[src/prs_pkg.sv]
package prs_pkg;

  // ************************************************************
  // widths and lane count
  // ************************************************************
  localparam int LANES = 4;
  localparam int INTERVAL_W = 16;
  localparam int LOOPBACK_W = 6;
  localparam int SCR_W = 58;

  // ************************************************************
  // register offsets
  // ************************************************************
  localparam logic [7:0] ADDR_CTRL = 8'h00;
  localparam logic [7:0] ADDR_STATUS = 8'h04;
  localparam logic [7:0] ADDR_EVENT = 8'h08;
  localparam logic [7:0] ADDR_MASK = 8'h0c;

  // ************************************************************
  // field positions and reset values
  // ************************************************************
  localparam int CTRL_TEST_BIT = 16;
  localparam int CTRL_RLOOP_BIT = 17;
  localparam logic [15:0] INTERVAL_RESET = 16'h3fff;
  localparam int ST_SYNCED_LSB = 0;
  localparam int ST_SYNC_ERR_LSB = 4;
  localparam int ST_LOCK_LSB = 8;
  localparam int ST_MAP2_LSB = 12;
  localparam int ST_MAP3_LSB = 14;
  localparam int ST_LOOPBACK_LSB = 16;
  localparam int EV_BIP_LSB = 0;
  localparam int EV_SPACING_LSB = 4;
  localparam int EV_REPEAT_LSB = 8;
  localparam int EV_FORMAT_BIT = 12;
  localparam int EV_W = 13;
  localparam logic [2:0] REPEAT_LIMIT = 3'h4;

  // ************************************************************
  // transmit test pattern
  // ************************************************************
  localparam logic [1:0] HDR_CONTROL = 2'h2;
  localparam logic [63:0] IDLE_BLOCK = 64'h0000_0000_0000_001e;
  localparam int SCR_TAP_A = 38;
  localparam int SCR_TAP_B = 57;

  // per-word lane indications from the receive lanes
  typedef struct packed {
    logic [LANES-1:0] block_lock;
    logic [LANES-1:0] marker;
    logic [LANES-1:0] marker_bad;
    logic [LANES-1:0] bip_bad;
    logic [2*LANES-1:0] marker_id;
  } prs_lane_in_type;

endpackage : prs_pkg

[src/prs_rx_lane_status.sv]
// Local design decisions: the strobed register port and the placing of the registers.
`timescale 1ns/1ps
// Notes on behaviour
// - report physical lane for pcs lanes 2, 3
// - lane map taken from good markers on block-locked lanes; held after marker lock drops
// - one-cycle pulse on bad lane parity
// - synced level: word lock and marker seen
// - sync error level: lock lost or no marker
// - pulse when marker spacing mismatches interval
// - pulse after four marker errors in row
// - pulse on malformed lane marker word
// - provide remote loopback and test pattern
// - test pattern is scrambled continuous idles
module prs_rx_lane_status (
  input wire logic ref_clk,
  input wire logic rstn,
  input wire logic link_clk,
  input wire prs_pkg::prs_lane_in_type lane_in,
  input wire logic [prs_pkg::LOOPBACK_W-1:0] transceiver_loopback_select,
  input wire logic [7:0] reg_addr,
  input wire logic [31:0] reg_wdata,
  input wire logic reg_wr,
  input wire logic reg_rd,
  output logic [31:0] reg_rdata,
  output logic irq,
  output logic [1:0] lane2_physical_map,
  output logic [1:0] lane3_physical_map,
  output logic [prs_pkg::LANES-1:0] lane_marker_lock,
  output logic [prs_pkg::LANES-1:0] bip_error,
  output logic [prs_pkg::LANES-1:0] lane_synced,
  output logic [prs_pkg::LANES-1:0] lane_sync_error,
  output logic [prs_pkg::LANES-1:0] marker_spacing_error,
  output logic [prs_pkg::LANES-1:0] marker_repeat_error,
  output logic marker_format_error,
  output logic remote_loopback_en,
  output logic tx_word_valid,
  output logic [1:0] tx_header,
  output logic [63:0] tx_payload
);

  localparam int N = prs_pkg::LANES;
  localparam int IW = prs_pkg::INTERVAL_W;

  // ************************************************************
  // input synchronisers and link edge detection
  // ************************************************************
  prs_pkg::prs_lane_in_type in_s1_reg, in_s2_reg;
  logic clk_s1_reg, clk_s2_reg, clk_q_reg;
  logic [prs_pkg::LOOPBACK_W-1:0] lb_s1_reg, lb_s2_reg;
  logic link_rise;

  always_ff @(posedge ref_clk or negedge rstn) begin
    if (!rstn) begin
      in_s1_reg <= '0;
      in_s2_reg <= '0;
      clk_s1_reg <= 1'b0;
      clk_s2_reg <= 1'b0;
      clk_q_reg <= 1'b0;
      lb_s1_reg <= '0;
      lb_s2_reg <= '0;
    end else begin
      in_s1_reg <= lane_in;
      in_s2_reg <= in_s1_reg;
      clk_s1_reg <= link_clk;
      clk_s2_reg <= clk_s1_reg;
      clk_q_reg <= clk_s2_reg;
      lb_s1_reg <= transceiver_loopback_select;
      lb_s2_reg <= lb_s1_reg;
    end
  end

  assign link_rise = clk_s2_reg & ~clk_q_reg;

  // ************************************************************
  // control and interrupt registers
  // ************************************************************
  logic [IW-1:0] interval_reg;
  logic test_en_reg;
  logic [prs_pkg::EV_W-1:0] ev_reg, mask_reg, ev_set, ev_clr;

  always_ff @(posedge ref_clk or negedge rstn) begin
    if (!rstn) begin
      interval_reg <= prs_pkg::INTERVAL_RESET;
      test_en_reg <= 1'b0;
      remote_loopback_en <= 1'b0;
      mask_reg <= '0;
    end else if (reg_wr && reg_addr == prs_pkg::ADDR_CTRL) begin
      interval_reg <= reg_wdata[IW-1:0];
      test_en_reg <= reg_wdata[prs_pkg::CTRL_TEST_BIT];
      remote_loopback_en <= reg_wdata[prs_pkg::CTRL_RLOOP_BIT];
    end else if (reg_wr && reg_addr == prs_pkg::ADDR_MASK) begin
      mask_reg <= reg_wdata[prs_pkg::EV_W-1:0];
    end
  end

  assign ev_set = {marker_format_error, marker_repeat_error, marker_spacing_error, bip_error};
  assign ev_clr = (reg_wr && reg_addr == prs_pkg::ADDR_EVENT) ? reg_wdata[prs_pkg::EV_W-1:0] : '0;

  // set wins over a clear in the same cycle
  always_ff @(posedge ref_clk or negedge rstn) begin
    if (!rstn) begin
      ev_reg <= '0;
      irq <= 1'b0;
    end else begin
      ev_reg <= (ev_reg & ~ev_clr) | ev_set;
      irq <= |(((ev_reg & ~ev_clr) | ev_set) & mask_reg);
    end
  end

  // ************************************************************
  // register read port
  // ************************************************************
  logic [31:0] status_word;

  assign status_word = {10'h000, lb_s2_reg, lane3_physical_map, lane2_physical_map,
                        lane_marker_lock, lane_sync_error, lane_synced};

  always_ff @(posedge ref_clk or negedge rstn) begin
    if (!rstn) begin
      reg_rdata <= '0;
    end else if (!reg_rd) begin
      reg_rdata <= '0;
    end else if (reg_addr == prs_pkg::ADDR_CTRL) begin
      reg_rdata <= {14'h0000, remote_loopback_en, test_en_reg, interval_reg};
    end else if (reg_addr == prs_pkg::ADDR_STATUS) begin
      reg_rdata <= status_word;
    end else if (reg_addr == prs_pkg::ADDR_EVENT) begin
      reg_rdata <= {19'h00000, ev_reg};
    end else if (reg_addr == prs_pkg::ADDR_MASK) begin
      reg_rdata <= {19'h00000, mask_reg};
    end else begin
      reg_rdata <= '0;
    end
  end

  // ************************************************************
  // per-lane marker tracking
  // ************************************************************
  logic [N-1:0] blk_lock_reg, seen_reg, lost_reg;

  genvar g;
  generate
    for (g = 0; g < N; g++) begin : g_lane
      logic [IW-1:0] cnt_reg;
      logic [2:0] err_run_reg;
      logic mk, mk_bad, spacing_bad, mk_err;

      assign mk = link_rise & in_s2_reg.marker[g];
      assign mk_bad = mk & in_s2_reg.marker_bad[g];
      assign spacing_bad = mk & seen_reg[g] & (cnt_reg != interval_reg);
      assign mk_err = mk_bad | spacing_bad;

      always_ff @(posedge ref_clk or negedge rstn) begin
        if (!rstn) begin
          cnt_reg <= '0;
        end else if (mk || !blk_lock_reg[g]) begin
          cnt_reg <= '0;
        end else if (link_rise) begin
          cnt_reg <= cnt_reg + IW'(1);
        end
      end

      always_ff @(posedge ref_clk or negedge rstn) begin
        if (!rstn) begin
          err_run_reg <= '0;
          marker_spacing_error[g] <= 1'b0;
          marker_repeat_error[g] <= 1'b0;
          bip_error[g] <= 1'b0;
        end else begin
          marker_spacing_error[g] <= spacing_bad;
          bip_error[g] <= link_rise & in_s2_reg.bip_bad[g];
          marker_repeat_error[g] <= mk_err && (err_run_reg == prs_pkg::REPEAT_LIMIT - 3'h1);
          if (mk_err && err_run_reg == prs_pkg::REPEAT_LIMIT - 3'h1) begin
            err_run_reg <= '0;
          end else if (mk_err) begin
            err_run_reg <= err_run_reg + 3'h1;
          end else if (mk) begin
            err_run_reg <= '0;
          end
        end
      end

      always_ff @(posedge ref_clk or negedge rstn) begin
        if (!rstn) begin
          blk_lock_reg[g] <= 1'b0;
          seen_reg[g] <= 1'b0;
          lost_reg[g] <= 1'b0;
          lane_marker_lock[g] <= 1'b0;
        end else if (link_rise) begin
          blk_lock_reg[g] <= in_s2_reg.block_lock[g];
          if (!in_s2_reg.block_lock[g]) begin
            seen_reg[g] <= 1'b0;
            lane_marker_lock[g] <= 1'b0;
            lost_reg[g] <= lost_reg[g] | blk_lock_reg[g];
          end else if (mk && !mk_bad) begin
            seen_reg[g] <= 1'b1;
            lost_reg[g] <= 1'b0;
            lane_marker_lock[g] <= 1'b1;
          end else if (marker_repeat_error[g]) begin
            lane_marker_lock[g] <= 1'b0;
          end
        end else if (marker_repeat_error[g]) begin
          lane_marker_lock[g] <= 1'b0;
        end
      end
    end
  endgenerate

  // ************************************************************
  // level status and format error
  // ************************************************************
  always_ff @(posedge ref_clk or negedge rstn) begin
    if (!rstn) begin
      lane_synced <= '0;
      lane_sync_error <= '0;
      marker_format_error <= 1'b0;
    end else begin
      lane_synced <= blk_lock_reg & seen_reg;
      lane_sync_error <= lost_reg | (blk_lock_reg & ~seen_reg);
      marker_format_error <= link_rise & |(in_s2_reg.marker & in_s2_reg.marker_bad);
    end
  end

  // ************************************************************
  // lane map
  // ************************************************************
  always_ff @(posedge ref_clk or negedge rstn) begin
    if (!rstn) begin
      lane2_physical_map <= 2'h0;
      lane3_physical_map <= 2'h0;
    end else if (link_rise) begin
      for (int p = 0; p < N; p++) begin
        if (in_s2_reg.marker[p] && !in_s2_reg.marker_bad[p] && in_s2_reg.block_lock[p]) begin
          if (in_s2_reg.marker_id[2*p +: 2] == 2'h2) begin
            lane2_physical_map <= p[1:0];
          end
          if (in_s2_reg.marker_id[2*p +: 2] == 2'h3) begin
            lane3_physical_map <= p[1:0];
          end
        end
      end
    end
  end

  // ************************************************************
  // transmit test pattern
  // ************************************************************
  logic [prs_pkg::SCR_W-1:0] scr_reg;

  function automatic logic [prs_pkg::SCR_W+63:0] prs_scramble(input logic [prs_pkg::SCR_W-1:0] s_in,
                                                              input logic [63:0] d);
    logic [prs_pkg::SCR_W-1:0] s;
    logic [63:0] o;
    s = s_in;
    o = '0;
    for (int i = 0; i < 64; i++) begin
      o[i] = d[i] ^ s[prs_pkg::SCR_TAP_A] ^ s[prs_pkg::SCR_TAP_B];
      s = {s[prs_pkg::SCR_W-2:0], o[i]};
    end
    return {s, o};
  endfunction : prs_scramble

  always_ff @(posedge ref_clk or negedge rstn) begin
    if (!rstn) begin
      scr_reg <= '1;
      tx_word_valid <= 1'b0;
      tx_header <= 2'h0;
      tx_payload <= '0;
    end else begin
      tx_word_valid <= link_rise & test_en_reg;
      if (link_rise && test_en_reg) begin
        {scr_reg, tx_payload} <= prs_scramble(scr_reg, prs_pkg::IDLE_BLOCK);
        tx_header <= prs_pkg::HDR_CONTROL;
      end
    end
  end
endmodule : prs_rx_lane_status

[config.mk]
export PLATFORM = sky130hd
export DESIGN_NAME = prs_rx_lane_status
export DESIGN_NICKNAME = d
export VERILOG_FILES = /design/src/prs_pkg.sv /design/src/prs_rx_lane_status.sv
export SDC_FILE = /design/constraint.sdc
export NUM_CORES = 1
export LEC_CHECK = 0
export BUFFER_PORTS_ARGS = -buffer_cell sky130_fd_sc_hd__buf_2
export CAP_MARGIN = 20
export CORE_MARGIN = 8
export CORE_UTILIZATION = 31
export CTS_CLUSTER_DIAMETER = 40
export DETAILED_ROUTE_END_ITERATION = 12
export HOLD_SLACK_MARGIN = 0.03
export SLEW_MARGIN = 20
export SYNTH_ARGS = -nofsm -noshare
export SYNTH_HDL_FRONTEND = slang
export SYNTH_SLANG_ARGS = --single-unit
[constraint.sdc]
create_clock -name ref_clk -period 2.34 [get_ports ref_clk]
set_input_delay 0.117 -clock ref_clk [delete_from_list [all_inputs] [get_ports ref_clk]]
set_output_delay 0.117 -clock ref_clk [all_outputs]
set_load 0.01 [all_outputs]
# After elaboration in Yosys (flattened, before gate mapping)
# Cells that the tools add are included.
[totals] ram_bits=0 reg_bits=381 mem_bits_ro=0 memories=0 latch_bits=0 in_bits=75
[classes] n_eq_ne=23 add_sub_neg=8 n_reduce_logical=52 shifts=0 n_bitwise=110 mux=74 n_mul=0 div_mod_pow=0 n_lt_le_gt_ge=0
[ops] operator="$mux W16" count=8
[ops] operator="$mux W32" count=4
[ops] operator="$add A16 B1 Y16 const B" count=4
[ops] operator="$ne A16 B16 Y1" count=4
[ops] operator="$xor A1 B1 Y1" count=64
[ops] operator="$mux W3" count=12
[ops] operator="$mux W1" count=32
[ops] operator="$mux W2" count=16
[ops] operator="$and A13 B13 Y13" count=2
[ops] operator="$mux W13" count=2
[ops] operator="$and A1 B1 Y1" count=23
[ops] operator="$logic_and A1 B1 Y1" count=20
[ops] operator="$eq A2 B2 Y1 const B" count=8
[ops] operator="$eq A8 B4 Y1 const B" count=2
[ops] operator="$not A13 Y13" count=1
[ops] operator="$or A13 B13 Y13" count=1
[ops] operator="$reduce_or A13 Y1" count=1
[ops] operator="$add A3 B1 Y3 const B" count=4
[ops] operator="$and A4 B4 Y4" count=3
[ops] operator="$eq A3 B2 Y1 const B" count=4
[ops] operator="$logic_not A1 Y1" count=12
[ops] operator="$reduce_bool A3 Y1" count=4
[ops] operator="$reduce_and A2 Y1" count=5
[ops] operator="$eq A8 B3 Y1 const B" count=1
[ops] operator="9 further kinds" count=30

# Longest topological paths before layout
# Gate-level depths: netlist of the first run.
[depth] depth_word=10 ltp_mapped=8 mapped_depth_nobuf=6

# Least setup slack after synthesis of the first run
# OpenSTA, ideal clock, no wires.
[synth_timing] path_type="flip-flop to flip-flop" startpoint="register interval_reg[7]" endpoint="register g_lane[2].err_run_reg[1]" path_slack_ps=636 path_buffers=1 required_time_ps=2209 synth_period_minus_slack_ps=1704 arrival_ps=1573 stages_incl_launch_ff=7 cell_sequence="dfstp_2 clkbuf_1 xor2_1 nor4_1 a41oi_1 o21bai_1 o21ai_0"
[synth_between] elab_chain_len=5 elab_cells_between_ends=7
[synth_lines] item="start, declared" line_no="prs_rx_lane_status.sv:77" source="logic [IW-1:0] interval_reg;"
[synth_lines] item="start signal, assigned" line_no="prs_rx_lane_status.sv:83" source="interval_reg <= prs_pkg::INTERVAL_RESET;"
[synth_lines] item="start signal, assigned" line_no="prs_rx_lane_status.sv:88" source="interval_reg <= reg_wdata[IW-1:0];"
[synth_lines] item="$ne A16 B16 Y1 *" line_no="prs_rx_lane_status.sv:150" source="assign spacing_bad = mk & seen_reg[g] & (cnt_reg != interval_reg);"
[synth_lines] item="$and A1 B1 Y1 *" line_no="prs_rx_lane_status.sv:150"
[synth_lines] item="$or A1 B1 Y1 *" line_no="prs_rx_lane_status.sv:151" source="assign mk_err = mk_bad | spacing_bad;"
[synth_lines] item="$mux W3 / $logic_and A1 B1 Y1 (equally long branches)" line_no="prs_rx_lane_status.sv:175, prs_rx_lane_status.sv:173"
[synth_lines] item="$mux W3 / $reduce_bool A3 Y1 (equally long branches)"
[synth_lines] item="end signal, assigned" line_no="prs_rx_lane_status.sv:176" source="err_run_reg <= err_run_reg + 3'h1;"
[synth_lines] item="end, declared" line_no="prs_rx_lane_status.sv:145" source="logic [2:0] err_run_reg;"
# Mark *: on every way between the ends. The rest lies on a longest branch, timed or not.
# A chain may end at the register's enable or synchronous reset.

# Worst setup path in the final report of the first run
[layout_timing] startpoint="input reg_addr[4]" endpoint="register irq"
[layout_between] elab_chain_len=8
[layout_lines] item="start, declared" line_no="prs_rx_lane_status.sv:20" source="input wire logic [7:0] reg_addr,"
[layout_lines] item="$eq A8 B4 Y1" line_no="prs_rx_lane_status.sv:97" source="assign ev_clr = (reg_wr && reg_addr == prs_pkg::ADDR_EVENT) ? reg_wdata[prs_pkg::EV_W-1:0] : '0;"
[layout_lines] item="$logic_and A1 B1 Y1" line_no="prs_rx_lane_status.sv:97"
[layout_lines] item="$mux W13" line_no="prs_rx_lane_status.sv:97"
[layout_lines] item="$not A13 Y13" line_no="prs_rx_lane_status.sv:106" source="irq <= |(((ev_reg & ~ev_clr) | ev_set) & mask_reg);"
[layout_lines] item="$and A13 B13 Y13" line_no="prs_rx_lane_status.sv:106"
[layout_lines] item="$or A13 B13 Y13" line_no="prs_rx_lane_status.sv:106"
[layout_lines] item="$and A13 B13 Y13" line_no="prs_rx_lane_status.sv:106"
[layout_lines] item="$reduce_or A13 Y1" line_no="prs_rx_lane_status.sv:106"
[layout_lines] item="end signal, assigned" line_no="prs_rx_lane_status.sv:106"
[layout_lines] item="end, declared" line_no="prs_rx_lane_status.sv:25" source="output logic irq,"
# No other way between the ends.

==> impl_metrics.py, run 1 <==
metrics = {
    "run_status": {
        "run_status": "finished, final reports clean",
    },
    "synth": {
        "synth_top_area_share_pct": 47.01,
        "syn_avg_cell_area_um2": 10.83,
        "synth_top_cell_by_area": "dfrtp_1",
        "ys.warnings.count": 0,
        "synthArstFlopShare_pct": 100.0,
        "ys_types": 60,
        "synthFlopType": "dfrtp_1",
        "syn_area_mm2": 0.01592,
        "synth-seq-area-share_pct": 58.90,
        "ys_top_cells_by_area": "dfrtp_1, dfstp_2, xor2_1",
        "syn_inst": 1469,
        "ys_ff_latch": 371,
        "synth_edf_count": 0,
    },
    "setup_path": {
        "cpMostUsedCell": "dlygate4sd3_1",
        "rr_endpoint": "g_lane[3].cnt_reg[11]$_DFFE_PN0P_",
        "required_ns": 2.78,
        "criticalPathCategory": "in -> reg",
        "cp_cell_sequence": "dlygate4sd3_1, buf_2, or4_4, dlygate4sd3_1, o41a_1, or2_1, nand2_1, nand4_1",
        "rrSetupSlack_ns": 0.25,
        "critPathLaunchType": "input pin",
        "cpMaxStageDelayCell": "dlygate4sd3_1",
        "cp_max_fo": 4,
        "end_kind": "flip-flop",
        "r2r_cells": 5,
        "worstPathArrival_ns": 2.59,
        "r2r-start": "clk_q_reg$_DFF_PN0_",
        "cpPeakStageDelay_ns": 0.60,
        "cp.buffers_inverters": 3,
        "cp_top_family": "buffers and inverters",
    },
    "pwr": {
        "internal-power_uw": 13600,
        "power_density_mw_per_mm2": 946.0,
        "swShare_pct": 28.44,
        "peakVddDrop_v": 0.0007009,
        "cellLeakagePower_uw": 0.01016,
        "p_comb_share_pct": 14.4,
        "switchingPower_uw": 5403,
        "seqPwrFrac_pct": 43.4,
        "finalPower_uw": 19000,
        "clockPowerShare_pct": 42.2,
    },
    "global_route": {
        "grt_util_all_layers_pct": 14.31,
        "grt_max_degree": 82,
        "antenna_found_initial": 6,
        "grt.overflow.total": 0,
        "grt_pass1_vias": 12024,
        "grt_pass1_wl_um": 67850,
    },
    "clock_tree": {
        "cts_tree": "done",
        "numCtsBuffers": 53,
        "clk_latency_ns": 0.59,
        "postCtsSetupBuffers": 0,
        "path_clk_slew_ns": 0.05,
        "ctsLongestPathBuffers": 3,
        "cts-root-buf": "clkbuf_16",
        "htreeDepth": 2,
        "cts.sinks": 371,
    },
    "final_layout": {
        "final_common_cell": "dfrtp_1",
        "areaGrowthSynthToFinish_pct": 26.20,
        "register_area_mm2": 0.009374,
        "fill_cells": 4926,
        "layout-drive-gt1-share_pct": 24.11,
        "nets": 1809,
        "multi_input_comb_area_mm2": 0.006128,
        "layout_common_cells": "dfrtp_1, nor2_1, buf_2",
    },
    "floorplanning": {
        "row_count": 83,
        "num_io_pins": 205,
        "dieArea_mm2": 0.05885,
        "die_w_um": 242.6,
        "initial_utilization_pct": 31.21,
        "core_area_mm2": 0.05099,
        "die_h_um": 242.6,
    },
    "routing": {
        "drt-total-wl_um": 42230,
        "first_pass_iters": 5,
        "vias_per_cell": 4.675,
        "route.detailed.wl_per_inst_um": 17.25,
        "drt_iter0_markers": 617,
        "drcViolationCount": 0,
        "route.antenna.remaining_nets": 0,
        "vias": 11450,
    },
    "sta": {
        "post-route-period-util_pct": 92.02,
        "grt_setup_unrepaired": "false",
        "hold_violations": 0,
        "worstMarginPinSlew_ns": 0.7414,
        "fmax_mhz": 464.4,
        "tns_ns": 0,
        "timing.hold.ws_ns": 0.1479,
        "slew_violations": 0,
        "clock_skew_ns": 0.01358,
        "post-route-min-period_ns": 2.153,
        "relSlewSlack_pct": 50.45,
        "setup_viol": 0,
    },
    "flow_run": {
        "drv_cap": 0,
    },
    "worst_hold_path": {
        "min_path_type": "in -> async",
    },
    "placed_design": {
        "post-dp-hpwl_um": 29790,
        "place.gp.congestion": 0.8851,
        "io_buffers": 179,
    },
}
[worst max path at each step]
stage | cells after the start | startpoint | endpoint
detailed placement | 5 | clk_q_reg$_DFF_PN0_ | g_lane[3].cnt_reg[11]$_DFFE_PN0P_
floorplan | 6 | interval_reg[7]$_DFFE_PN1P_ | g_lane[2].err_run_reg[1]$_DFFE_PN0P_
finish | 8 | reg_addr[4] | irq$_DFF_PN0_
global route | 5 | clk_q_reg$_DFF_PN0_ | g_lane[3].cnt_reg[11]$_DFFE_PN0P_
CTS | 8 | reg_addr[4] | irq$_DFF_PN0_
global placement | 5 | clk_q_reg$_DFF_PN0_ | g_lane[3].cnt_reg[11]$_DFFE_PN0P_
[metal layers]
layer  up-vias  track usage (%)  routed length, um
met1      5657            18.67              18690
met3        74            4.294               3113
met5         -                0                 48
met4         8            5.060               1196
met2       327            22.39              19190
li1       5384                -                  -
[worst register-to-register path, stage by stage, from the launching register on]
cell and delay (ns):
dfrtp_1 0.39, nand2b_4 0.34, a2111oi_1 0.82, nand4_1 0.21, xor2_1 0.16, nor2_1 0.05
[logic make-up after synthesis]
logic type	synth area share, %
muxes	3.561
other	0.02356
adders and majority gates	0.9434
and+or+nand+nor	16.23
xor gates and xnor gates	9.796
DFF	58.90
AOI/OAI and AO/OA	7.657
buffers and inverters	2.893
[stage by stage]
| stage | cells | util, % | area, um^2 | setup slack (ns) |
|---|---|---|---|---|
| final | 2449 | 39.39 | 20080 | 0.1868 |
| after global routing | 2449 | 39.39 | 20080 | 0.1081 |
| after CTS | 2447 | 39.38 | 20080 | 0.2477 |
| after detailed placement | 2290 | 34.71 | 17700 | 0.2940 |
| after global placement | 2290 | 34.71 | 17700 | 0.3362 |
| after floorplan | 1479 | - | 15950 | 0.6356 |
[cells in the mapped netlist (6+ instances only)]
cell type	count
nand4_1	24
buf_4	11
a21oi_1	18
dfstp_2	72
mux2i_1	18
dfrtp_1	299
and3_1	10
o31ai_1	8
xor2_1	143
nor3_1	24
a21boi_0	12
clkbuf_1	52
buf_2	11
xnor2_1	35
a21o_1	45
inv_1	26
nor4_1	19
mux2_2	21
nand2_1	120
o21ai_0	53
nor2_1	293
nor2b_1	18
ha_1	12
and2_1	13
mux2_4	10
nand3_1	19
o22a_1	6
[final cells by class]
type	instances	area share, %
flip-flops and latches	371	46.67
multi-input cells	1002	30.51
repair buffers	268	9.046
clock buffers	64	7.220
well taps	680	4.236
clock inverters	36	1.800
inverters	26	0.4859
diodes	2	0.02492
[power groups by stage]
stage / sequential (uW) / clock (uW) / combinational, uW
floorplan: 8240 / 0 / 1580
finish: 8250 / 8020 / 2740
global route: 8370 / 8550 / 3100
global placement: 8310 / 0 / 2660
detailed placement: 8340 / 0 / 2710
CTS: 8250 / 8250 / 2800
[what timing repair did]
action,4_1_cts,5_1_grt
hold buffers,57,0
resized for setup,0,0
endpoints found under the hold margin,208,0
No activity file was read; power rests on OpenSTA's default activity.
==> run 2: changes to the inputs <==
- CORE_UTILIZATION: 31 -> 30
- clock period: 2.34 -> 2.3 ns (I/O delays scaled with it)
==> impl_metrics.py, run 2 (same netlist as run 1, synthesis figures left out) <==
metrics = {
    "sta": {
        "post-route-period-util_pct": 95.57,
        "clock_skew_ns": 0.03321,
        "setup_viol": 0,
        "relSlewSlack_pct": 56.75,
        "worstMarginPinSlew_ns": 0.6472,
        "timing.hold.ws_ns": 0.04818,
        "post-route-min-period_ns": 2.198,
        "fmax_mhz": 455.0,
        "tns_ns": 0,
        "hold_violations": 0,
        "grt_setup_unrepaired": "false",
        "slew_violations": 0,
    },
    "setup_path": {
        "cp_cell_sequence": "dlygate4sd3_1, buf_2, or4_4, dlygate4sd3_1, o41a_1, or2_1, nand2_1, nand4_1",
        "critPathLaunchType": "input pin",
        "cpMostUsedCell": "dlygate4sd3_1",
        "worstPathArrival_ns": 2.65,
        "criticalPathCategory": "in -> reg",
        "cpPeakStageDelay_ns": 0.59,
        "cp_max_fo": 4,
        "required_ns": 2.75,
        "end_kind": "flip-flop",
        "cpMaxStageDelayCell": "dlygate4sd3_1",
    },
    "clock_tree": {
        "clk_latency_ns": 0.60,
        "postCtsSetupBuffers": 0,
        "cts_resized": 0,
        "cts_tree": "done",
        "path_clk_slew_ns": 0.06,
        "hold_buffers": 57,
        "htreeDepth": 2,
        "cts.sinks": 371,
        "cts-root-buf": "clkbuf_16",
        "numCtsBuffers": 59,
        "ctsLongestPathBuffers": 3,
    },
    "routing": {
        "drcViolationCount": 0,
        "vias_per_cell": 4.681,
        "drt_iter0_markers": 660,
        "route.antenna.remaining_nets": 0,
        "first_pass_iters": 5,
        "route.detailed.wl_per_inst_um": 17.60,
        "drt-total-wl_um": 43550,
        "vias": 11580,
    },
    "pwr": {
        "peakVddDrop_v": 0.0006543,
        "power_density_mw_per_mm2": 1010,
        "cellLeakagePower_uw": 0.01031,
    },
    "placed_design": {
        "place.gp.congestion": 0.8354,
        "post-dp-hpwl_um": 30300,
        "io_buffers": 179,
    },
    "final_layout": {
        "areaGrowthSynthToFinish_pct": 28.69,
        "final_common_cell": "dfrtp_1",
        "register_area_mm2": 0.009374,
        "layout_common_cells": "dfrtp_1, nor2_1, buf_2",
        "nets": 1819,
        "fill_cells": 5135,
        "layout-drive-gt1-share_pct": 24.90,
        "multi_input_comb_area_mm2": 0.006128,
    },
    "global_route": {
        "grt.overflow.total": 0,
        "antenna_found_initial": 8,
        "grt_max_degree": 102,
        "grt_pass1_vias": 12286,
        "grt_pass1_wl_um": 68920,
        "grt_util_all_layers_pct": 14.25,
    },
    "run_status": {
        "run_status": "finished, final reports clean",
    },
    "floorplanning": {
        "dieArea_mm2": 0.06068,
        "row_count": 84,
        "die_h_um": 246.3,
        "die_w_um": 246.3,
        "num_io_pins": 205,
        "core_area_mm2": 0.05255,
        "initial_utilization_pct": 30.29,
    },
    "flow_run": {
        "drv_cap": 0,
    },
    "worst_hold_path": {
        "min_path_type": "in -> async",
    },
}
==> run 2: cell count changes in the layout (fill, tap and decap cells not counted), moves of 4 or more <==
cell,delta
bufinv_16,+6
clkbuf_16,+5
clkinv_2,-4
clkinvlp_4,+10
==> run 2: final cells by class <==
cell class                      instances  area share, %
Timing Repair Buffer                  272          9.078
Clock inverter                         42          2.657
Multi-Input combinational cell       1002          29.92
Tap cell                              688          4.203
Sequential cell                       371          45.77
Clock buffer                           70          7.856
Inverter                               26         0.4765
Antenna cell                            3        0.03665
==> run 2: critical path: cells and delay by family <==
kind / cells / cell delay, ns
buf+inv: 3 / 1.24
simple gates: 4 / 0.91
compound gates: 1 / 0.37
==> run 2: where the power goes <==
part,internal [uW],total [uW],switching (uW)
Clock,6080,9470,3390
Sequential,7600,8420,819
Combinational,1300,2790,1490
Total,15000,20700,5700
==> run 2: path summary, 6_finish.rpt <==
path,end,cells after the start,slack (ns),from
worst max-delay path,irq$_DFF_PN0_,8,0.10,reg_addr[5]
worst min-delay path,g_lane[3].cnt_reg[13]$_DFFE_PN0P_,2,0.05,rstn
worst max register to register,g_lane[2].err_run_reg[1]$_DFFE_PN0P_,5,0.31,interval_reg[7]$_DFFE_PN1P_
worst min register to register,in_s2_reg[22]$_DFF_PN0_,0,0.34,in_s1_reg[22]$_DFF_PN0_
max in group asynchronous,g_lane[2].cnt_reg[0]$_DFFE_PN0P_,3,1.39,rstn
min in group ref_clk,reg_rdata[18]$_DFF_PN0_,4,0.09,reg_rd
==> run 2: metal layers <==
layer	wire length [um]	GRT usage, %
met1	18960	18.21
met4	1240	4.624
met2	20210	23.12
met3	3080	4.050
met5	61	0
==> run 2: stage by stage <==
stage               util (%)  cell area (um^2)  instances  total power (uW)  setup WS, ns
global placement       33.78             17750       2302             11180        0.3857
global route           38.96             20480       2472             21680       0.08139
floorplan                  -             15950       1479              9993        0.5956
detailed placement     33.78             17750       2302             11260        0.3574
finish                 38.97             20480       2474             20680        0.1020
CTS                    38.96             20470       2471             20960        0.1595
==> run 3: changes to the inputs <==
- CORE_ASPECT_RATIO: not set -> 1.5
- REMOVE_ABC_BUFFERS: not set -> 1
==> impl_metrics.py, run 3 (same netlist as run 1, synthesis figures left out) <==
metrics = {
    "run_status": {
        "run_status": "finished, final reports clean",
    },
    "clock_tree": {
        "htreeDepth": 2,
        "postCtsSetupBuffers": 0,
        "cts-root-buf": "clkbuf_16",
        "cts.sinks": 371,
        "ctsLongestPathBuffers": 3,
        "path_clk_slew_ns": 0.06,
        "clk_latency_ns": 0.58,
        "cts_tree": "done",
        "numCtsBuffers": 50,
    },
    "sta": {
        "clock_skew_ns": 0.02779,
        "hold_violations": 0,
        "worstMarginPinSlew_ns": 0.6159,
        "slew_violations": 0,
        "fmax_mhz": 499.3,
        "grt_setup_unrepaired": "false",
        "relSlewSlack_pct": 58.84,
        "post-route-min-period_ns": 2.003,
        "tns_ns": 0,
        "setup_viol": 0,
        "post-route-period-util_pct": 87.08,
    },
    "setup_path": {
        "r2r_cells": 5,
        "rr_endpoint": "g_lane[0].err_run_reg[1]$_DFFE_PN0P_",
        "cpMaxStageDelayCell": "dfstp_2",
        "r2r-start": "interval_reg[13]$_DFFE_PN1P_",
        "cp_max_fo": 6,
        "cpPeakStageDelay_ns": 0.66,
        "worstPathArrival_ns": 2.45,
        "cp_top_family": "compound AO/OA/AOI/OAI gates",
        "end_kind": "flip-flop",
        "cp.buffers_inverters": 0,
        "required_ns": 2.75,
        "cp_cell_sequence": "xor2_1, nor4_1, a41oi_1, o21bai_1, o21ai_0",
        "criticalPathCategory": "reg -> reg",
        "critPathLaunchType": "flip-flop",
        "rrSetupSlack_ns": 0.30,
    },
    "global_route": {
        "grt_max_degree": 86,
        "grt_util_all_layers_pct": 14.42,
        "antenna_found_initial": 5,
        "grt.overflow.total": 0,
        "grt_pass1_wl_um": 70130,
        "grt_pass1_vias": 12332,
    },
    "final_layout": {
        "final_common_cell": "dfrtp_1",
        "stdcell_area_mm2": 0.01996,
        "nets": 1807,
        "layout_common_cells": "dfrtp_1, nor2_1, buf_2",
        "fill_cells": 5111,
        "areaGrowthSynthToFinish_pct": 25.42,
        "layout-drive-gt1-share_pct": 23.45,
    },
    "routing": {
        "drt-total-wl_um": 44150,
        "route.antenna.remaining_nets": 0,
        "vias_per_cell": 4.713,
        "drt_iter0_markers": 541,
        "vias": 11532,
        "route.detailed.wl_per_inst_um": 18.04,
        "first_pass_iters": 5,
        "drcViolationCount": 0,
    },
    "pwr": {
        "power_density_mw_per_mm2": 948.1,
        "peakVddDrop_v": 0.0008902,
        "cellLeakagePower_uw": 0.01009,
    },
    "floorplanning": {
        "core_area_mm2": 0.05258,
        "dieArea_mm2": 0.06083,
        "die_h_um": 298.1,
        "row_count": 103,
        "die_w_um": 204.1,
        "initial_utilization_pct": 30.27,
        "num_io_pins": 205,
    },
    "placed_design": {
        "place.gp.congestion": 0.8273,
        "placed_area_mm2": 0.01769,
        "io_buffers": 179,
        "post-dp-hpwl_um": 31510,
    },
    "worst_hold_path": {
        "min_path_type": "in -> async",
    },
    "flow_run": {
        "drv_cap": 0,
    },
}
-- run 3: repair_timing --
| item | in CTS | in global routing |
|---|---|---|
| hold endpoints to repair | 359 | 0 |
| gates resized for setup | 0 | 0 |
| hold buffers | 59 | 0 |
| endpoints found under the setup margin | 0 | 0 |
-- run 3: cell type report --
type / count / area, um^2 / area share, %
flip-flops and latches: 371 / 9374 / 46.96
diodes: 4 / 10.01 / 0.05014
well taps: 682 / 853.3 / 4.275
inverters: 26 / 97.59 / 0.4889
multi-input cells: 1002 / 6128 / 30.70
repair buffers: 269 / 1829 / 9.164
clock inverters: 32 / 366.6 / 1.837
clock buffers: 61 / 1303 / 6.525
-- run 3: through the flow --
| step | worst slack [ns] | instances | util [%] | hold WS (ns) | power, uW |
|---|---|---|---|---|---|
| after detailed placement | 0.3037 | 2291 | 33.65 | 0.1096 | 11270 |
| final | 0.2972 | 2447 | 37.96 | 0.08173 | 18920 |
| after floorplan | -3.046 | 1399 | - | -0.1806 | 9941 |
| after CTS | 0.2696 | 2443 | 37.95 | 0.05901 | 19240 |
| after global routing | 0.1404 | 2444 | 37.95 | 0.09534 | 19890 |
| after global placement | 0.3139 | 2291 | 33.65 | 0.1114 | 11180 |
-- run 3: per-layer routing --
metal,part of all wire [%],GRT usage (%)
met1,38,15.99
met2,51,25.52
met3,7.1,3.976
met4,3.9,6.030
met5,0.029,0
-- run 3: worst max path at each step --
| stage | start | end | cells after the start | slack (ns) |
|---|---|---|---|---|
| floorplan | clk_s2_reg$_DFF_PN0_ | scr_reg[1]$_DFFE_PN1P_ | 5 | -3.05 |
| global placement | reg_addr[1] | irq$_DFF_PN0_ | 6 | 0.31 |
| detailed placement | interval_reg[12]$_DFFE_PN1P_ | g_lane[0].err_run_reg[1]$_DFFE_PN0P_ | 5 | 0.30 |
| CTS | interval_reg[12]$_DFFE_PN1P_ | g_lane[0].err_run_reg[1]$_DFFE_PN0P_ | 5 | 0.27 |
| global route | clk_q_reg$_DFF_PN0_ | g_lane[3].cnt_reg[14]$_DFFE_PN0P_ | 5 | 0.14 |
| finish | interval_reg[13]$_DFFE_PN1P_ | g_lane[0].err_run_reg[1]$_DFFE_PN0P_ | 5 | 0.30 |
-- run 3: worst reg2reg max path, cell delays in order (launching register included) --
cell      delay (ns)
dfstp_2         0.66
xor2_1          0.10
nor4_1          0.43
a41oi_1         0.25
o21bai_1        0.30
o21ai_0         0.15
-- run 3: power by group --
group          switching [uW]  internal (uW)
clock                    3130           4590
combinational            1540           1290
sequential                778           7600
